`config.mk`:
```
export PLATFORM = sky130hd
export DESIGN_NAME = chopper_decay_fault_control
export DESIGN_NICKNAME = d
export VERILOG_FILES = /design/src/chop_pkg.sv /design/src/chop_channel.sv /design/src/chopper_decay_fault_control.sv
export VERILOG_INCLUDE_DIRS = /design/src
export SDC_FILE = /design/constraint.sdc
export NUM_CORES = 1
export LEC_CHECK = 0
export BUFFER_PORTS_ARGS = -buffer_cell sky130_fd_sc_hd__buf_2
export CAP_MARGIN = 0
export CORE_AREA = 2 2 66 130
export DETAILED_ROUTE_END_ITERATION = 6
export DIE_AREA = 0 0 68 132
export PLACE_DENSITY = 0.84
export SETUP_SLACK_MARGIN = 0.02
export SLEW_MARGIN = 20
export SYNTH_ARGS = -nofsm -noshare
export SYNTH_HDL_FRONTEND = slang
export SYNTH_HIERARCHICAL = 1
export SYNTH_SLANG_ARGS = --single-unit
```
`constraint.sdc`:
```
create_clock -name pclk -period 4.4 [get_ports pclk]
set_input_delay 0.88 -clock pclk [delete_from_list [all_inputs] [get_ports pclk]]
set_output_delay 0.88 -clock pclk [all_outputs]
set_load 0.02 [all_outputs]
```
`src/chop_regs.svh`:
```
// Summary of operation
// - over-temperature trip sets its fault latch and forces every bridge switch off.
// - over-temperature trip must persist through a blanking interval before latching.
// - over-temperature latch clears only on supply re-assertion or standby.
// - over-current trip sets its fault latch and turns every bridge switch off.
// - over-current latch clears only on supply re-assertion or standby.
// - mixed decay share is fixed at 31.25 percent, not configurable.
// - each chopping period starts in charge when the oscillator count restarts at zero.
// - in charge, current limit reached moves the channel into slow decay.
// - slow decay turns into fast decay on the 11th oscillator rising edge.
// - at 16 oscillator edges fast decay ends, counter resets, charge restarts.
// - forward current switch table for charge, slow and fast decay.
// - reverse current switch table for charge, slow and fast decay.
// - modes sequence automatically with dead time at every switch change.
// - chopping frequency is oscillator frequency divided by 16.
// - over-current blanking lasts 7 to 8 cycles of the 6.4 MHz system tick (here sys_tick comes every 6 pclk cycles, about 6.67 MHz).
// - over-temperature blanking lasts 7 to 8 cycles of half the system tick.
`ifndef CHOP_REGS_SVH
`define CHOP_REGS_SVH

`define REG_CTRL 12'h000
`define REG_STATUS 12'h004
`define REG_INT_STATUS 12'h008
`define REG_INT_MASK 12'h00C

`define CTRL_STANDBY 0
`define CTRL_DIR_A 1
`define CTRL_DIR_B 2
`define CTRL_RESET 3'h1

`define EV_OT 0
`define EV_OC 1

`define PIN_OSC 0
`define PIN_LIM_A 1
`define PIN_LIM_B 2
`define PIN_OC_A 3
`define PIN_OC_B 4
`define PIN_OT 5
`define PIN_SUPPLY 6

`define PCLK_KHZ 40000
`define SYS_CLK_KHZ 6400
`define SYS_DIV (`PCLK_KHZ / `SYS_CLK_KHZ)
`define OC_BLANK_TICKS 4'h8
`define OT_BLANK_TICKS 4'h8

`define CHOP_FAST_AT 4'hA
`define CHOP_LAST 4'hF

`define DEAD_NS 100
`define DEAD_CYC ((`DEAD_NS * `PCLK_KHZ + 999999) / 1000000)

`define BR_OFF 4'h0
`define BR_CROSS_A 4'h9
`define BR_CROSS_B 4'h6
`define BR_SLOW 4'h3

`endif

```
`src/chop_pkg.sv`:
```
package chop_pkg;

	typedef enum logic [1:0] {
		MODE_OFF = 2'b00,
		MODE_CHARGE = 2'b01,
		MODE_SLOW = 2'b10,
		MODE_FAST = 2'b11
	} chop_mode_t;

	typedef struct packed {
		logic first_high_side_switch;
		logic second_high_side_switch;
		logic first_low_side_switch;
		logic second_low_side_switch;
	} bridge_t;

	typedef struct packed {
		chop_mode_t mode;
		logic [3:0] count;
		logic [2:0] dead;
		bridge_t bridge;
	} chan_state_t;

	typedef struct packed {
		logic [6:0] sync1;
		logic [6:0] sync2;
		logic osc_prev;
		logic [2:0] div;
		logic half;
		logic [3:0] oc_cnt;
		logic [3:0] ot_cnt;
		logic oc_latch;
		logic ot_latch;
		logic [2:0] ctrl;
		logic [1:0] int_stat;
		logic [1:0] int_mask;
		logic [31:0] prdata;
		logic pready;
		logic pslverr;
		logic irq;
	} top_state_t;

endpackage

```
`src/chop_channel.sv`:
```
`timescale 1ns/1ps
`default_nettype none
`include "chop_regs.svh"

module chop_channel
	import chop_pkg::*;
(
	input wire logic pclk,
	input wire logic presetn,
	input wire logic osc_edge,
	input wire logic limit,
	input wire logic dir,
	input wire logic hold,
	output bridge_t bridge,
	output chop_mode_t mode
);

	chan_state_t st_ff;
	chan_state_t nxt_st;
	bridge_t want;

	function automatic bridge_t drive(chop_mode_t m, logic d);
		case (m)
			MODE_CHARGE: drive = d ? `BR_CROSS_B : `BR_CROSS_A;
			MODE_SLOW: drive = `BR_SLOW;
			MODE_FAST: drive = d ? `BR_CROSS_A : `BR_CROSS_B;
			default: drive = `BR_OFF;
		endcase
	endfunction

	always_comb begin
		nxt_st = st_ff;
		want = `BR_OFF;
		if (hold) begin
			nxt_st.mode = MODE_OFF;
			nxt_st.count = 4'h0;
			nxt_st.dead = 3'h0;
			nxt_st.bridge = `BR_OFF;
		end else begin
			if (st_ff.mode == MODE_OFF) begin
				nxt_st.mode = MODE_CHARGE;
				nxt_st.count = 4'h0;
			end else if (osc_edge) begin
				if (st_ff.count == `CHOP_LAST) begin
					// one period per 16 edges; decay share fixed by the two compare points
					nxt_st.count = 4'h0;
					nxt_st.mode = MODE_CHARGE;
				end else begin
					nxt_st.count = 4'(st_ff.count + 4'h1);
					if (st_ff.count == `CHOP_FAST_AT)
						nxt_st.mode = MODE_FAST;
					else if (st_ff.mode == MODE_CHARGE && limit)
						nxt_st.mode = MODE_SLOW;
				end
			end else if (st_ff.mode == MODE_CHARGE && limit) begin
				nxt_st.mode = MODE_SLOW;
			end
			want = drive(nxt_st.mode, dir);
			// every change passes through all-off, costs a few cycles of drive
			if (want != st_ff.bridge) begin
				if (st_ff.bridge != `BR_OFF) begin
					nxt_st.bridge = `BR_OFF;
					nxt_st.dead = 3'(`DEAD_CYC);
				end else if (st_ff.dead != 3'h0) begin
					nxt_st.dead = 3'(st_ff.dead - 3'h1);
				end else begin
					nxt_st.bridge = want;
				end
			end
		end
	end

	always_ff @(posedge pclk or negedge presetn) begin
		if (!presetn)
			st_ff <= '0;
		else
			st_ff <= nxt_st;
	end

	assign bridge = st_ff.bridge;
	assign mode = st_ff.mode;

endmodule

`default_nettype wire

```
`src/chopper_decay_fault_control.sv`:
```
`timescale 1ns/1ps
`default_nettype none
`include "chop_regs.svh"

module chopper_decay_fault_control
	import chop_pkg::*;
(
	input wire logic pclk,
	input wire logic presetn,
	input wire logic [11:0] paddr,
	input wire logic psel,
	input wire logic penable,
	input wire logic pwrite,
	input wire logic [31:0] pwdata,
	output logic [31:0] prdata,
	output logic pready,
	output logic pslverr,
	input wire logic chop_osc_clock,
	input wire logic [1:0] current_limit_reached,
	input wire logic [1:0] over_current_trip,
	input wire logic over_temp_trip,
	input wire logic motor_supply_good,
	output bridge_t bridge_a,
	output bridge_t bridge_b,
	output logic irq
);

	top_state_t st_ff;
	top_state_t nxt_st;
	chop_mode_t mode_a;
	chop_mode_t mode_b;
	logic osc_edge;
	logic sys_tick;
	logic half_tick;
	logic oc_det;
	logic ot_det;
	logic oc_ev;
	logic ot_ev;
	logic clr;
	logic hold;
	logic setup;
	logic access;
	logic [1:0] events;
	logic [31:0] rd;
	logic hit;

	////////////////////////////////////////////////////////////////////////
	// pin sampling and slow ticks

	always_comb begin
		osc_edge = st_ff.sync2[`PIN_OSC] & ~st_ff.osc_prev;
		sys_tick = (st_ff.div == 3'(`SYS_DIV - 1));
		half_tick = sys_tick & st_ff.half;
		oc_det = st_ff.sync2[`PIN_OC_A] | st_ff.sync2[`PIN_OC_B];
		ot_det = st_ff.sync2[`PIN_OT];
		// supply low counts as re-assertion pending; latch cleared there
		clr = st_ff.ctrl[`CTRL_STANDBY] | ~st_ff.sync2[`PIN_SUPPLY];
		oc_ev = oc_det & (st_ff.oc_cnt == `OC_BLANK_TICKS);
		ot_ev = ot_det & (st_ff.ot_cnt == `OT_BLANK_TICKS);
		hold = st_ff.oc_latch | st_ff.ot_latch | clr;
		setup = psel & ~penable;
		access = psel & penable & st_ff.pready;
		events = '0;
		events[`EV_OC] = oc_ev & ~st_ff.oc_latch & ~clr;
		events[`EV_OT] = ot_ev & ~st_ff.ot_latch & ~clr;
	end

	////////////////////////////////////////////////////////////////////////
	// register read decode

	always_comb begin
		rd = '0;
		hit = 1'b1;
		case (paddr)
			`REG_CTRL: rd[2:0] = st_ff.ctrl;
			`REG_STATUS: rd[5:0] = {mode_b, mode_a, st_ff.oc_latch, st_ff.ot_latch};
			`REG_INT_STATUS: rd[1:0] = st_ff.int_stat;
			`REG_INT_MASK: rd[1:0] = st_ff.int_mask;
			default: hit = 1'b0;
		endcase
	end

	////////////////////////////////////////////////////////////////////////
	// next state

	always_comb begin
		nxt_st = st_ff;
		nxt_st.sync1 = {motor_supply_good, over_temp_trip, over_current_trip,
			current_limit_reached, chop_osc_clock};
		nxt_st.sync2 = st_ff.sync1;
		nxt_st.osc_prev = st_ff.sync2[`PIN_OSC];

		if (sys_tick) begin
			nxt_st.div = 3'h0;
			nxt_st.half = ~st_ff.half;
		end else begin
			nxt_st.div = 3'(st_ff.div + 3'h1);
		end

		// counter restarts on any gap so glitches never accumulate
		if (!oc_det)
			nxt_st.oc_cnt = 4'h0;
		else if (sys_tick && st_ff.oc_cnt != `OC_BLANK_TICKS)
			nxt_st.oc_cnt = 4'(st_ff.oc_cnt + 4'h1);
		if (!ot_det)
			nxt_st.ot_cnt = 4'h0;
		else if (half_tick && st_ff.ot_cnt != `OT_BLANK_TICKS)
			nxt_st.ot_cnt = 4'(st_ff.ot_cnt + 4'h1);

		// clear beats set: outputs stay off in standby regardless
		if (clr)
			nxt_st.oc_latch = 1'b0;
		else if (oc_ev)
			nxt_st.oc_latch = 1'b1;
		if (clr)
			nxt_st.ot_latch = 1'b0;
		else if (ot_ev)
			nxt_st.ot_latch = 1'b1;

		nxt_st.pready = setup;
		nxt_st.prdata = setup ? rd : 32'h0;
		nxt_st.pslverr = setup & ~hit;

		nxt_st.int_stat = st_ff.int_stat;
		if (access && pwrite) begin
			case (paddr)
				`REG_CTRL: nxt_st.ctrl = pwdata[2:0];
				`REG_INT_STATUS: nxt_st.int_stat = st_ff.int_stat & ~pwdata[1:0];
				`REG_INT_MASK: nxt_st.int_mask = pwdata[1:0];
				default: nxt_st.ctrl = st_ff.ctrl;
			endcase
		end
		nxt_st.int_stat = nxt_st.int_stat | events;
		nxt_st.irq = |(nxt_st.int_stat & nxt_st.int_mask);
	end

	always_ff @(posedge pclk or negedge presetn) begin
		if (!presetn) begin
			st_ff <= '0;
			st_ff.ctrl <= `CTRL_RESET;
		end else begin
			st_ff <= nxt_st;
		end
	end

	////////////////////////////////////////////////////////////////////////
	// two bridge channels

	chop_channel u_chan_a (
		.pclk(pclk),
		.presetn(presetn),
		.osc_edge(osc_edge),
		.limit(st_ff.sync2[`PIN_LIM_A]),
		.dir(st_ff.ctrl[`CTRL_DIR_A]),
		.hold(hold),
		.bridge(bridge_a),
		.mode(mode_a)
	);

	chop_channel u_chan_b (
		.pclk(pclk),
		.presetn(presetn),
		.osc_edge(osc_edge),
		.limit(st_ff.sync2[`PIN_LIM_B]),
		.dir(st_ff.ctrl[`CTRL_DIR_B]),
		.hold(hold),
		.bridge(bridge_b),
		.mode(mode_b)
	);

	assign prdata = st_ff.prdata;
	assign pready = st_ff.pready;
	assign pslverr = st_ff.pslverr;
	assign irq = st_ff.irq;

endmodule

`default_nettype wire

```
# [Word-level counts from Yosys, hierarchy flattened]
# Cells that the tools add are included.
[classes] n_eq_ne=26 muxes=49 reduce_logical=27 addsub=7 bitwise_logic=28
[op_table] operator="4-bit 2-to-1 mux" n=15
[op_table] operator="6-bit 2-to-1 mux" n=7
[op_table] operator="7-bit 2-to-1 mux" n=4
[op_table] operator="13-bit 2-to-1 mux" n=2
[op_table] operator="12-bit by 4-bit equality test with 1-bit output (second input constant)" n=2
[op_table] operator="4-bit equality test (second input constant)" n=6
[op_table] operator="4-bit one-hot mux with 3 select lines" n=2
[op_table] operator="3-bit nonzero test" n=6
[op_table] operator="4-bit by 1-bit adder with 4-bit output (second input constant)" n=4
[op_table] operator="2-bit 2-to-1 mux" n=8
[op_table] operator="1-bit AND" n=12
[op_table] operator="12-bit by 3-bit equality test with 1-bit output (second input constant)" n=1
[op_table] operator="12-bit zero test" n=1
[op_table] operator="3-bit 2-to-1 mux" n=4
[op_table] operator="2-bit AND reduction" n=5
[op_table] operator="2-bit by 1-bit equality test with 1-bit output (second input constant)" n=4
[op_table] operator="2-bit equality test (second input constant)" n=4
[op_table] operator="4-bit inequality test" n=2
[op_table] operator="4-bit inequality test (second input constant)" n=2
[op_table] operator="1-bit inverter" n=8
[op_table] operator="2-bit one-hot mux with 4 select lines" n=1
[op_table] operator="2-bit nonzero test" n=4
[op_table] operator="4-bit nonzero test" n=2
[op_table] operator="3-bit by 2-bit inequality test with 1-bit output (second input constant)" n=2
[op_table] operator="other kinds (14)" n=29
[word_totals] output_inout_bits=43 elab_cells=167 input_bits=56 ff_bits=71

# [Depth between registers and ports, before layout]
[logic_depth] ltp_word=15 mapped_depth=10 depth_no_buf=9

# [Cells and area by module]
# Netlist, hierarchy kept.
[by_module_without_submodules] mod="chopper_decay_fault_control" area_each_um2=2049.5 seq_area_each_um2=1127.3 cells_each=166 n_inst=1
[by_module_without_submodules] mod="chop_channel" area_each_um2=913.4 seq_area_each_um2=325.3 cells_each=96 n_inst=2

# [Least setup slack after synthesis]
# Ideal clock, no wire load.
[synth_timing] path_type="input to register" startpoint="input paddr[1]" endpoint="register st_ff[40] in the netlist's numbering" path_slack_ns=2.108 t_arrival_ns=2.167 n_path_buf=0 setup_time_ns=0.125 t_required_ns=4.275 stages=4 path_cell_list="nor4_4 nand3_1 or4b_4 mux2_4"
[synth_via] elab_chain_cells=2
[synth_lines] element="start: declaration" line_no="chopper_decay_fault_control.sv:10" rtl="input wire logic [11:0] paddr,"
[synth_lines] element="12-bit zero test" line_no="chopper_decay_fault_control.sv:126" rtl="case (paddr)"
[synth_lines] element="2-bit AND reduction (no source line)"
[synth_lines] element="end signal: assignment" line_no="chopper_decay_fault_control.sv:142" rtl="st_ff <= nxt_st;"
[synth_lines] element="end: declaration" line_no="chopper_decay_fault_control.sv:28" rtl="top_state_t st_ff;"
# Every way passes these cells.
# A chain may end at the register's enable or synchronous reset.

# [Final worst setup path]
[layout_timing] startpoint="register st_ff[39] in the netlist's numbering" endpoint="register u_chan_a/st_ff[5] in the netlist's numbering"
[layout_via] elab_chain_cells=4 elab_cells_between_ends=6 classes_between="1 x mux; 2 x bitwise; 3 x reduce/logical"
[layout_lines] element="1-bit OR (*)" line_no="chopper_decay_fault_control.sv:57" rtl="clr = st_ff.ctrl[`CTRL_STANDBY] | ~st_ff.sync2[`PIN_SUPPLY];"
[layout_lines] element="1-bit OR (*)" line_no="chopper_decay_fault_control.sv:60" rtl="hold = st_ff.oc_latch | st_ff.ot_latch | clr;"
[layout_lines] element="net hold" line_no="chopper_decay_fault_control.sv:40" rtl="logic hold;"
[layout_lines] element="3-bit nonzero test (no source line) or 2-bit nonzero test (tied branches)"
[layout_lines] element="2-bit AND reduction (no source line)"
[layout_lines] element="end signal: assignment" line_no="chop_channel.sv:77" rtl="st_ff <= nxt_st;"
[layout_lines] element="end: declaration" line_no="chop_channel.sv:18" rtl="chan_state_t st_ff;"
# The timed path passes the listed nets; every way through them passes the cells marked *.

==> load_flow_metrics.sql <==
INSERT INTO impl_metrics (metric_group, metric, value, unit) VALUES
('outcome', 'status', 'completed', ''),
('sta', 'fin_ws', '1.73', 'ns'),
('synthesis', 'synth.yosys.seq_area_share', '0.459', ''),
('sta', 'report.final.hold_viol_count', '0', ''),
('route', 'drc', '0', ''),
('setup_path', 'cp.depth', '8', ''),
('floorplan', 'die_area', '0.00898', 'mm²'),
('cells_and_area', 'synthToLayoutAreaGrowth', '10.5', '%'),
('power_and_ir_drop', 'max-vdd-ir-drop', '0.000297', 'V'),
('sta', 'grt_setup_unrepaired', 'false', ''),
('cells_and_area', 'design_area', '0.00428', 'mm²'),
('synthesis', 'synth.cell_area', '0.00388', 'mm²'),
('synthesis', 'number_of_distinct_library_cell_variants_in_the_gate_level_netlist_after_synthesis', '59', ''),
('floorplan', 'floorplan.io_pins', '99', ''),
('clock_network', 'cts_max_path_buffers', '2', ''),
('clock_network', 'cts.repair.resized', '0', ''),
('sta', 'tightest_slew', '0.724', 'ns'),
('global_routing', 'grt_start_max_net_pins', '40', ''),
('sta', 'maxSlewHeadroom', '0.517', ''),
('hold_path', 'timing.hold.worst_path_depth', '0', ''),
('global_routing', 'grtUsageTotal', '0.180', ''),
('job', 'timing.max_cap.violations', '0', ''),
('setup_path', 'timing_worst_setup_path_type', 'register to register', ''),
('setup_path', 'reg2regPathDepth', '8', ''),
('floorplan', 'floorplan.die.width', '68', 'µm'),
('setup_path', 'timing.critical_path.slowest_stage_cell', 'a221oi_2', ''),
('sta', 'final.period_utilization', '0.607', ''),
('synthesis', 'ys_ff_latch', '71', ''),
('sta', 'period_minus_slack', '2.67', 'ns'),
('place', 'placed_cells', '474', ''),
('cells_and_area', 'n_antenna_cell', '0', ''),
('clock_network', 'cts.sinks', '71', ''),
('sta', 'final-max-slew-violation-count', '0', ''),
('setup_path', 'cp.arrival', '2.92', 'ns'),
('global_routing', 'first_global_vias', '2812', ''),
('sta', 'setup-tns-final', '0', 'ns'),
('power_and_ir_drop', 'total_power', '1.86', 'mW'),
('floorplan', 'row_cnt', '46', ''),
('clock_network', 'cts-hold-fix-buffers', '0', ''),
('route', 'router_iterations_before_antenna_repair', '4', ''),
('floorplan', 'initial_core_util', '0.488', ''),
('synthesis', 'synthesis.area_per_instance', '10.8', 'µm²'),
('setup_path', 'worst_setup_path_end_kind', 'register', ''),
('clock_network', 'cts_tree', 'built', ''),
('route', 'routed_wirelength', '7250', 'µm'),
('place', 'dpl_worst_slack', '1.79', 'ns'),
('clock_network', 'cts_post_setup_buffers_inserted', '0', ''),
('route', 'detail_route.wl_per_cell', '14.8', 'µm'),
('place', 'place_hpwl', '5360', 'µm'),
('global_routing', 'first_pass_grt_wire_length', '12300', 'µm'),
('cells_and_area', 'utilization_after_layout', '0.539', ''),
('sta', 'fin_worst_skew', '0.00731', 'ns'),
('setup_path', 'critPathRequiredTime', '4.65', 'ns'),
('synthesis', 'synth_flop_cell', 'dfrtp_1', ''),
('sta', 'final-setup-viol-count', '0', ''),
('synthesis', 'async_reset_ff_frac', '1.00', ''),
('route', 'drt-vias-per-instance', '5.51', ''),
('floorplan', 'die_height', '132', 'µm'),
('clock_network', 'cts_max_level', '3', ''),
('route', 'detailroute.via_count', '2702', ''),
('clock_network', 'total_cts_buffers', '9', ''),
('power_and_ir_drop', 'power.density_cell_area', '434', 'mW/mm²'),
('global_routing', 'number_of_antenna_violations_at_the_first_check_in_global_routing', '0', ''),
('floorplan', 'core-area', '0.00794', 'mm²'),
('cells_and_area', 'layout-drive-gt1-share', '0.254', ''),
('cells_and_area', 'finish.net_count', '457', ''),
('setup_path', 'worst-path-max-fanout', '20', ''),
('setup_path', 'crit_buf_inv', '0', ''),
('route', 'detail_route.iter0.violations', '181', ''),
('setup_path', 'cpPeakStageDelay', '0.51', 'ns'),
('place', 'globalplace.congestion', '0.881', '');
[cell type report]
cell class              count  area [µm²]
clock inverters             5        81.3
clock buffers              11         243
multi-input cells         245        1770
repair buffers             45         230
well taps                  96         120
flip-flops and latches     71        1780
inverters                  17        63.8
fillers                   670        3660
[cell usage after synthesis (3+ instances only)]
cell type / n / area share
a21o_1: 4 / 0.0077
buf_4: 46 / 0.089
o32ai_1: 3 / 0.0068
nor3b_1: 5 / 0.0097
clkbuf_1: 3 / 0.0029
mux2i_1: 5 / 0.013
nor3_1: 4 / 0.0052
ha_1: 12 / 0.039
xnor2_1: 4 / 0.0090
and2_2: 3 / 0.0058
inv_1: 17 / 0.016
mux2_4: 3 / 0.012
xor2_1: 5 / 0.011
o31ai_1: 4 / 0.0077
nand4_1: 8 / 0.013
nor2_1: 37 / 0.036
and2_1: 7 / 0.011
a22o_2: 6 / 0.015
nand2b_1: 5 / 0.0081
a21oi_1: 8 / 0.010
o21ai_0: 6 / 0.0077
nand3_1: 9 / 0.012
dfrtp_1: 70 / 0.45
mux2_2: 4 / 0.012
nor2b_1: 8 / 0.013
nand2_1: 18 / 0.017
[registers in the layout, indices dropped and copies added (netlist names)]
| register | count |
|---|---|
| nxt_st | 8 |
| ot_det | 1 |
| prdata | 6 |
| pslverr | 1 |
| u_chan_a/bridge | 4 |
| u_chan_b/mode | 2 |
| u_chan_b/bridge | 4 |
| pready | 1 |
| st_ff | 27 |
| irq | 1 |
| u_chan_a/mode | 2 |
| u_chan_b/st_ff | 7 |
| u_chan_a/st_ff | 7 |
[path summary, 6_finish.rpt]
| check | startpoint | end | slack (ns) |
|---|---|---|---|
| max reg2reg | st_ff[39] | u_chan_a/st_ff[5] | 1.73 |
| min | nxt_st[60] | st_ff[60] | 0.35 |
| max | st_ff[39] | u_chan_a/st_ff[5] | 1.73 |
| min reg2reg | nxt_st[60] | st_ff[60] | 0.35 |
| min in group asynchronous | presetn | u_chan_b/bridge[2] | 0.61 |
| max in group asynchronous | presetn | st_ff[39] | 2.81 |
[cells in the final DEF, fill, tap and decap left out, types with 9 or more instances in the layout]
cell,netlist,layout
buf_2,1,43
clkbuf_16,0,9
conb_1,1,26
dfrtp_1,70,70
ha_1,12,12
inv_1,17,17
nand2_1,18,18
nand3_1,9,9
nor2_1,37,37
[layer usage]
layer	track usage	up-vias	wire length, µm
met5	0	-	0
met4	0.110	0	195
met3	0.0478	17	332
met2	0.302	82	4020
met1	0.191	1338	2700
li1	-	1265	-
[power by group]
group          internal (mW)  switching [mW]  total [mW]
registers              0.703          0.0429       0.746
clock network          0.511           0.259       0.770
logic                  0.132           0.210       0.342
[cells by family (layout without fill, tap and decap cells)]
family	after synthesis	in the layout	share of synthesized area
simple gates	125	125	0.191
flops	71	71	0.459
buf+inv	67	78	0.110
compound gates	59	59	0.133
mux	14	14	0.0478
fa+ha+maj	12	12	0.0387
xor+xnor	9	9	0.0203
other cells	1	26	0.000967
No activity file was read; power rests on OpenSTA's default activity.
